<file path="config.mk">
export PLATFORM = sky130hd
export DESIGN_NAME = utp_txd_mod
export DESIGN_NICKNAME = d
export VERILOG_FILES = /design/src/rtl/utp_pkg.sv /design/src/rtl/utp_txd_mod.sv
export SDC_FILE = /design/constraint.sdc
export NUM_CORES = 1
export LEC_CHECK = 0
export BUFFER_PORTS_ARGS = -buffer_cell sky130_fd_sc_hd__clkbuf_2
export CORE_MARGIN = 2
export CORE_UTILIZATION = 58
export CTS_CLUSTER_DIAMETER = 120
export CTS_CLUSTER_SIZE = 8
export DETAILED_ROUTE_END_ITERATION = 8
export GPL_TIMING_DRIVEN = 0
export PLACE_DENSITY_LB_ADDON = 0.25
export SYNTH_ARGS = -nofsm -noshare
export SYNTH_HDL_FRONTEND = slang
export SYNTH_SLANG_ARGS = --single-unit
</file>
<file path="constraint.sdc">
create_clock -name sys_clk -period 4.7 [get_ports sys_clk]
set_input_delay 0.705 -clock sys_clk [delete_from_list [all_inputs] [get_ports sys_clk]]
set_output_delay 0.705 -clock sys_clk [all_outputs]
set_load 0.01 [all_outputs]
</file>
<file path="src/rtl/utp_pkg.sv">
package utp_pkg;
	// Register indexes; byte address is four times the index
	localparam logic [7:0] IDX_MODE = 8'h08;
	localparam logic [7:0] IDX_PHASE = 8'h09;
	localparam logic [7:0] IDX_CTRL = 8'h0d;
	localparam logic [7:0] IDX_STAT = 8'h0e;
	localparam int ADDR_W = 10;
	// Serial mode register fields
	localparam int MODE_FEDE = 0;
	localparam int MODE_MULT = 1;
	localparam int MODE_ESI = 2;
	localparam int MODE_OFS = 6;
	localparam int MODE_EN = 7;
	localparam logic [7:0] MODE_KEEP = 8'hc7;
	// Control register fields
	localparam int CTRL_MODE_LO = 0;
	localparam int CTRL_SYNC_FAST = 2;
	// Reset values
	localparam logic [7:0] MODE_RST = 8'h00;
	localparam logic [15:0] PHASE_RST = 16'h0000;
	localparam logic [2:0] CTRL_RST = 3'h0;
	// Bit period divisors
	localparam logic [5:0] DIV_BAUD_SLOW = 6'h3f;
	localparam logic [5:0] DIV_BAUD_FAST = 6'h0f;
	localparam logic [5:0] DIV_SYS_SLOW = 6'h3f;
	localparam logic [5:0] DIV_SYS_FAST = 6'h1f;
	localparam logic [5:0] DIV_SYNC_SLOW = 6'h0b;
	localparam logic [5:0] DIV_SYNC_FAST = 6'h03;
	// AXI responses
	localparam logic [1:0] RESP_OKAY = 2'h0;
	localparam logic [1:0] RESP_SLVERR = 2'h2;

	typedef enum logic [1:0] {
		UTP_SYNC,
		UTP_ASYNC_BAUD,
		UTP_ASYNC_SYS,
		UTP_ASYNC_BAUD_MP
	} utp_mode_e;

	typedef struct packed {
		logic mod_en;
		logic ofs;
		logic [2:0] rsvd;
		logic esi;
		logic mult;
		logic fede;
	} utp_smr_s;

	typedef struct packed {
		logic sync_fast;
		utp_mode_e mode;
	} utp_ctrl_s;
endpackage : utp_pkg

</file>
<file path="src/rtl/utp_txd_mod.sv">
// Decided for this implementation: the AXI4-Lite register port.
`timescale 1ns/1ns
// Behaviour
// - With modulation enabled in modes 1, 2 or 3 the transmit pin carries the function picked by the select bit.
// - In mode 0 the enable bit is ignored and no combined output ever reaches the pin.
// - With the enable bit clear the select bit is ignored and the pin follows the plain UART transmit signal.
// - The 16-bit phase register sets the serial port 0 baud rate in modes 1 and 3.
// - Software writes the phase register and reads back all 16 bits freely.
// - Every reset clears the phase register to zero.
// - Select 0 gives NOR of transmit signal and timer waveform, select 1 gives their OR.
// - Modes 1 and 3 time bits from the baud clock divided by 64, or by 16 when the multiplier bit is set.
module utp_txd_mod (
	input wire logic sys_clk,
	input wire logic rst,
	input wire logic [utp_pkg::ADDR_W-1:0] s_axi_awaddr,
	input wire logic s_axi_awvalid,
	output logic s_axi_awready,
	input wire logic [31:0] s_axi_wdata,
	input wire logic [3:0] s_axi_wstrb,
	input wire logic s_axi_wvalid,
	output logic s_axi_wready,
	output logic [1:0] s_axi_bresp,
	output logic s_axi_bvalid,
	input wire logic s_axi_bready,
	input wire logic [utp_pkg::ADDR_W-1:0] s_axi_araddr,
	input wire logic s_axi_arvalid,
	output logic s_axi_arready,
	output logic [31:0] s_axi_rdata,
	output logic [1:0] s_axi_rresp,
	output logic s_axi_rvalid,
	input wire logic s_axi_rready,
	input wire logic uart_tx_signal,
	input wire logic timer_low_byte_waveform,
	output logic bit_tick,
	output logic uart0_transmit_pin
);
	utp_pkg::utp_smr_s smr, next_smr;
	utp_pkg::utp_ctrl_s ctrl, next_ctrl;
	logic [15:0] phase, next_phase;
	logic [16:0] acc, next_acc;
	logic [5:0] div_cnt, next_div_cnt;
	logic pin, next_pin;
	logic aw_held, next_aw_held, w_held, next_w_held;
	logic [utp_pkg::ADDR_W-1:0] aw_addr, next_aw_addr;
	logic [31:0] w_data, next_w_data;
	logic [3:0] w_strb, next_w_strb;
	logic bvalid, next_bvalid, rvalid, next_rvalid;
	logic [1:0] bresp, next_bresp, rresp, next_rresp;
	logic [31:0] rdata, next_rdata;
	logic do_write, baud_en, mod_active;
	logic [7:0] wr_idx, rd_idx;
	logic [5:0] div_top;

	// Handshakes
	assign s_axi_awready = !aw_held;
	assign s_axi_wready = !w_held;
	assign s_axi_bvalid = bvalid;
	assign s_axi_bresp = bresp;
	assign s_axi_arready = !rvalid;
	assign s_axi_rvalid = rvalid;
	assign s_axi_rresp = rresp;
	assign s_axi_rdata = rdata;
	assign bit_tick = div_cnt == div_top && (ctrl.mode == utp_pkg::UTP_ASYNC_SYS
		|| ctrl.mode == utp_pkg::UTP_SYNC || baud_en);
	assign uart0_transmit_pin = pin;
	assign do_write = aw_held && w_held && !bvalid;
	assign wr_idx = 8'(aw_addr[utp_pkg::ADDR_W-1:2]);
	assign rd_idx = 8'(s_axi_araddr[utp_pkg::ADDR_W-1:2]);

	// Write channel capture, register update and response
	always_comb begin
		next_aw_held = aw_held;
		next_aw_addr = aw_addr;
		next_w_held = w_held;
		next_w_data = w_data;
		next_w_strb = w_strb;
		next_bvalid = bvalid;
		next_bresp = bresp;
		next_smr = smr;
		next_phase = phase;
		next_ctrl = ctrl;
		if (s_axi_awvalid && !aw_held) begin
			next_aw_held = 1'b1;
			next_aw_addr = s_axi_awaddr;
		end
		if (s_axi_wvalid && !w_held) begin
			next_w_held = 1'b1;
			next_w_data = s_axi_wdata;
			next_w_strb = s_axi_wstrb;
		end
		if (bvalid && s_axi_bready) begin
			next_bvalid = 1'b0;
		end
		if (do_write) begin
			next_aw_held = 1'b0;
			next_w_held = 1'b0;
			next_bvalid = 1'b1;
			next_bresp = utp_pkg::RESP_OKAY;
			case (wr_idx)
				utp_pkg::IDX_MODE: begin
					if (w_strb[0]) begin
						next_smr = utp_pkg::utp_smr_s'(w_data[7:0] & utp_pkg::MODE_KEEP);
					end
				end
				utp_pkg::IDX_PHASE: begin
					if (w_strb[0]) begin
						next_phase[7:0] = w_data[7:0];
					end
					if (w_strb[1]) begin
						next_phase[15:8] = w_data[15:8];
					end
				end
				utp_pkg::IDX_CTRL: begin
					if (w_strb[0]) begin
						next_ctrl = utp_pkg::utp_ctrl_s'(w_data[2:0]);
					end
				end
				utp_pkg::IDX_STAT: begin
					next_bresp = utp_pkg::RESP_OKAY;
				end
				default: begin
					next_bresp = utp_pkg::RESP_SLVERR;
				end
			endcase
		end
	end

	// Read channel
	always_comb begin
		next_rvalid = rvalid;
		next_rdata = rdata;
		next_rresp = rresp;
		if (rvalid && s_axi_rready) begin
			next_rvalid = 1'b0;
		end
		if (s_axi_arvalid && !rvalid) begin
			next_rvalid = 1'b1;
			next_rresp = utp_pkg::RESP_OKAY;
			case (rd_idx)
				utp_pkg::IDX_MODE: next_rdata = {24'h000000, smr};
				utp_pkg::IDX_PHASE: next_rdata = {16'h0000, phase};
				utp_pkg::IDX_CTRL: next_rdata = {29'h0, ctrl};
				utp_pkg::IDX_STAT: next_rdata = {24'h000000, div_cnt, mod_active, pin};
				default: begin
					next_rdata = 32'h00000000;
					next_rresp = utp_pkg::RESP_SLVERR;
				end
			endcase
		end
	end

	// Phase accumulator: its carry is the baud clock
	always_comb begin
		next_acc = {1'b0, acc[15:0]} + {1'b0, phase};
		baud_en = acc[16];
	end

	// Bit period divider
	always_comb begin
		case (ctrl.mode)
			utp_pkg::UTP_SYNC: div_top = ctrl.sync_fast ? utp_pkg::DIV_SYNC_FAST : utp_pkg::DIV_SYNC_SLOW;
			utp_pkg::UTP_ASYNC_SYS: div_top = smr.mult ? utp_pkg::DIV_SYS_FAST : utp_pkg::DIV_SYS_SLOW;
			default: div_top = smr.mult ? utp_pkg::DIV_BAUD_FAST : utp_pkg::DIV_BAUD_SLOW;
		endcase
		next_div_cnt = div_cnt;
		if (ctrl.mode == utp_pkg::UTP_SYNC || ctrl.mode == utp_pkg::UTP_ASYNC_SYS || baud_en) begin
			next_div_cnt = (div_cnt >= div_top) ? 6'h00 : div_cnt + 6'h01;
		end
	end

	// Pin function; the shifter itself is untouched by the selection
	always_comb begin
		mod_active = smr.mod_en && ctrl.mode != utp_pkg::UTP_SYNC;
		if (!mod_active) begin
			next_pin = uart_tx_signal;
		end else if (smr.ofs) begin
			next_pin = uart_tx_signal | timer_low_byte_waveform;
		end else begin
			next_pin = !(uart_tx_signal | timer_low_byte_waveform);
		end
	end

	// State registers
	always_ff @(posedge sys_clk or posedge rst) begin
		if (rst) begin
			aw_held <= 1'b0;
			aw_addr <= '0;
			w_held <= 1'b0;
			w_data <= 32'h00000000;
			w_strb <= 4'h0;
			bvalid <= 1'b0;
			bresp <= utp_pkg::RESP_OKAY;
			rvalid <= 1'b0;
			rdata <= 32'h00000000;
			rresp <= utp_pkg::RESP_OKAY;
			smr <= utp_pkg::utp_smr_s'(utp_pkg::MODE_RST);
			phase <= utp_pkg::PHASE_RST;
			ctrl <= utp_pkg::utp_ctrl_s'(utp_pkg::CTRL_RST);
			acc <= 17'h0;
			div_cnt <= 6'h00;
			pin <= 1'b1;
		end else begin
			aw_held <= next_aw_held;
			aw_addr <= next_aw_addr;
			w_held <= next_w_held;
			w_data <= next_w_data;
			w_strb <= next_w_strb;
			bvalid <= next_bvalid;
			bresp <= next_bresp;
			rvalid <= next_rvalid;
			rdata <= next_rdata;
			rresp <= next_rresp;
			smr <= next_smr;
			phase <= next_phase;
			ctrl <= next_ctrl;
			acc <= next_acc;
			div_cnt <= next_div_cnt;
			pin <= next_pin;
		end
	end
endmodule : utp_txd_mod

</file>
# Word level (Yosys, flattened, before mapping)
# Cells that the tools add are included.
[totals] output_inout_bits=43 in_bits=65 wordCells=82 reg_bits=116
[op_classes] addsub=2 n_eq_ne=10 reduce_logical=28 mux=18 n_lt_le_gt_ge=1 n_bitwise=1
[ops] operator="equality test 8 x 4 -> 1 bit, second input constant" n=8
[ops] operator="case mux 16 bit (4 select lines)" n=1
[ops] operator="two-way mux 6 bit" n=3
[ops] operator="adder 16 x 16 -> 17 bit" n=1
[ops] operator="case mux 6 bit (2 select lines)" n=1
[ops] operator="AND reduction 3 bit" n=4
[ops] operator="two-way mux 1 bit" n=10
[ops] operator="nonzero test 2 bit" n=5
[ops] operator="logical AND 1 bit" n=9
[ops] operator="OR reduction 4 bit" n=2
[ops] operator="adder 6 x 1 -> 6 bit, second input constant" n=1
[ops] operator="equality test 6 bit" n=1
[ops] operator="greater-or-equal comparator 6 bit" n=1
[ops] operator="zero test 1 bit" n=5
[ops] operator="two-way mux 2 bit" n=2
[ops] operator="two-way mux 4 bit" n=1
[ops] operator="equality test 2 bit, second input constant" n=1
[ops] operator="zero test 2 bit" n=1
[ops] operator="logical OR 1 bit" n=2
[ops] operator="bitwise OR 1 bit" n=1

# Longest topological paths before layout
[depth] depth_word=4 ltp_mapped=8

# Worst setup path after synthesis
# OpenSTA, ideal clock, no wires.
[synth_timing] path_type="register -> output" start="register ctrl[0] (netlist name)" end="output port bit_tick" path_buffers=0 t_required_ps=3995 slack_ps=2575 stages_incl_launch_ff=6 arrival_ps=1420 path_cell_list="dfrtp_1 nor2_1 or2_2 ha_1 nand3_1 nor3_1"
[synth_via] elab_chain_len=4 word_cells_on_any_way=7 classes_between="2 x eq/ne; 1 x mux; 4 x reduce/logical"
[synth_lines] item="start, declared" line="utp_txd_mod.sv:38" rtl="utp_pkg::utp_ctrl_s ctrl, next_ctrl;"
[synth_lines] item="start signal, assigned" line="utp_txd_mod.sv:198" rtl="ctrl <= utp_pkg::utp_ctrl_s'(utp_pkg::CTRL_RST);"
[synth_lines] item="start signal, assigned" line="utp_txd_mod.sv:215" rtl="ctrl <= next_ctrl;"
[synth_lines] item="equality test 2 bit / zero test 2 bit (equally long branches)" line="utp_txd_mod.sv:63, utp_txd_mod.sv:160, utp_txd_mod.sv:64"
[synth_lines] item="case mux 6 bit (2 select lines) / logical OR 1 bit (equally long branches)" line="utp_txd_mod.sv:160, utp_txd_mod.sv:64"
[synth_lines] item="equality test 6 bit / logical OR 1 bit (equally long branches)" line="utp_txd_mod.sv:63, utp_txd_mod.sv:64"
[synth_lines] item="logical AND 1 bit *" line="utp_txd_mod.sv:63" rtl="assign bit_tick = div_cnt == div_top && (ctrl.mode == utp_pkg::UTP_ASYNC_SYS"
[synth_lines] item="end, declared" line="utp_txd_mod.sv:34" rtl="output logic bit_tick,"
# Mark *: on every way between the ends. The rest lies on a longest branch, timed or not.

# Worst setup path after layout
# Same ends and word-level chain as after synthesis.

==> qor.yml <==
clock_network:
  post_cts_resized: 0
  clock-root-buffer: "clkbuf_8"
  postCtsHoldBufs: 0
  cts.sinks: 96
  tritoncts: "yes"
  clk_pin_slew_ns: 0.10
  htree_levels: 3
  clk-insertion-delay-late_ns: 0.36
  clockBufferDepth: 2
  post-cts-setup-buffer-count: 0
  numCtsBuffers: 9
setup_path:
  end_kind: "primary output"
  startpoint_type: "register"
  slowest_delay_ns: 0.47
  worstReg2RegStart: "phase[0]"
  crit_chain: "nor2_1 > or2_2 > ha_1 > nand3_1 > nor3_1 > clkbuf_2"
  slowest_stage: "dfrtp_1"
  cp.arrival_ns: 1.96
  startpoint: "ctrl[0]"
  critPathKind: "reg2out"
  critPathMaxFanout: 7
  critical_path_required_ns: 3.99
grt:
  grtUsageTotal_pct: 21.1
  use_met2_pct: 32.0
  use_met1_pct: 30.9
  grt_start_max_net_pins: 76
  met3_usage_pct: 4.11
  grt_pass1_vias: 3146
  grt_pass1_wl_um: 14400
  top_usage_layer: "met2"
  gr-total-overflow: 0
  antenna_found_initial: 0
yosys:
  ys_async_sr_fraction_pct: 100
  syn_area_per_cell_um2: 11.6
  synth_top_flop_cell: "dfrtp_1"
  yosysTopAreaCellShare_pct: 51.3
  synth.largest_area_cell: "dfrtp_1"
  synth_area_leaders: "dfrtp_1 (51%), mux2_2 (12%), ha_1 (5.7%)"
  yosys_register_bits: 96
  synth_area_um2: 4630
  ys_seq_area_share_pct: 51.9
  netlist_instances: 399
  synth-edff-count: 0
  yosys_warnings: 0
  synth.distinct_cells: 50
sta:
  finalMaxSlewViolations: 0
  skew_ns: 0.0149
  fmax_mhz: 375
  hold_violations: 0
  finalSetupViolations: 0
  post-route-min-period_ns: 2.66
  whs_ns: 0.277
  tns_ns: 0
  fin_crit_sh_pct: 56.7
  rsz0062_at_grt: "false"
finish:
  antenna_cells: 0
  layout-drive-gt1-share_pct: 32.5
  final_area_um2: 5350
  nNetsFinal: 581
  area_growth_pct: 15.5
  final_common_cell: "dfrtp_1"
  layout.cells.most_common_list: "dfrtp_1 (95), clkbuf_2 (66), mux2_2 (50)"
placement:
  port_buffers: 66
  placed_area_um2: 5190
  place_congestion: 0.837
  hpwlAfterDp_um: 6490
die:
  num_rows: 32
  dieWidth_um: 93.4
  pin_count: 108
  die_y_um: 93.4
  core_um2: 7730
  die-area_um2: 8720
  start_util_pct: 60.0
outcome:
  status: "finished, final reports clean"
routing:
  drc: 0
  drt_iter0_drc: 123
  wire_per_inst_um: 13.9
  first_pass_iters: 4
  num_vias: 3215
  vias_per_cell: 5.35
  antenna_left: 0
  drt-total-wl_um: 8380
power_and_ir_drop:
  cellPowerDensity_nw_per_um2: 449
  power_leakage_nw: 2.69
  total_power_mw: 2.40
  ir_drop_uv: 293
min_path:
  hold_class: "in2async"
run:
  maxCapViolCount: 0
-- cell type report --
class | count | area [µm²]
Clock buffer | 12 | 135
Tap cell | 102 | 128
Clock inverter | 4 | 30.0
Timing Repair Buffer | 67 | 358
Inverter | 9 | 36.3
Buffer | 25 | 171
Multi-Input combinational cell | 286 | 2090
Fill cell | 572 | 2380
Sequential cell | 96 | 2400
-- flip-flops by register name, indices dropped and copies added (netlist names), 3 cells and up --
| register | count |
|---|---|
| acc | 17 |
| phase | 16 |
| s_axi_rdata | 16 |
| w_data | 16 |
| aw_addr | 8 |
| div_cnt | 6 |
| smr | 5 |
| ctrl | 3 |
-- worst max-delay path, delay by kind of cell (launching register included) --
| family | cells | cell delay (ns) |
|---|---|---|
| buf+inv | 1 | 0.16 |
| simple gates | 4 | 0.68 |
| fa+ha+maj | 1 | 0.29 |
| flops | 1 | 0.47 |
-- layer usage --
layer | part of all wire (%) | up-vias | wire, µm
li1 | - | 1581 | -
met3 | 7.1 | 13 | 595
met4 | 1.6 | 0 | 132
met5 | 0 | - | 0
met1 | 48 | 1521 | 4040
met2 | 43 | 100 | 3620
-- cell usage after synthesis, drive strengths merged (2+ instances only) --
cell type / number
a211o: 2
a211oi: 2
a21o: 6
a21oi: 23
a22o: 8
a22oi: 7
a31oi: 2
and2: 3
and3: 2
buf: 21
clkbuf: 4
dfrtp: 95
ha: 21
inv: 9
mux2: 50
mux2i: 3
nand2: 30
nand2b: 3
nand3: 8
nand4: 4
nor2: 24
nor2b: 4
nor3: 5
nor4: 2
o211ai: 2
o21a: 5
o21ai: 25
o22a: 2
xnor2: 12
xor2: 5
-- report_power, final --
part	internal [mW]	total, mW	switching, mW
Combinational	0.353	0.702	0.349
Sequential	1.06	1.23	0.170
Clock	0.195	0.470	0.274
-- kinds of logic (layout without fill, tap and decap cells) --
logic type	Yosys count	in the layout	synth area share [%]
XOR/XNOR	17	17	3.37
other	1	18	0.0809
adder cells (fa/ha/maj)	22	22	6.10
AND/OR/NAND/NOR	88	88	9.13
buffers and inverters	34	117	4.43
flip-flops	96	96	51.9
AO/OA/AOI/OAI	88	88	12.2
multiplexers	53	53	12.8
-- stage by stage --
| step | setup WS (ns) | instances | util, % |
|---|---|---|---|
| CTS | 2.03 | 601 | 69.3 |
| global placement | 0.508 | 584 | 66.7 |
| finish | 2.04 | 601 | 69.3 |
| detailed placement | 2.43 | 585 | 67.1 |
| floorplan | 1.49 | 416 | - |
| global route | 1.92 | 601 | 69.3 |
-- final timing paths --
check,to,slack [ns],depth (start not counted)
setup / recovery,bit_tick,2.04,6
hold / removal,phase[12],0.28,2
setup reg to reg,acc[8],2.53,7
hold reg to reg,s_axi_rdata[0],0.48,2
max in group asynchronous,uart0_transmit_pin,3.76,3
min in group sys_clk,s_axi_rdata[0],0.48,2
(Power assumes the default switching activity.)
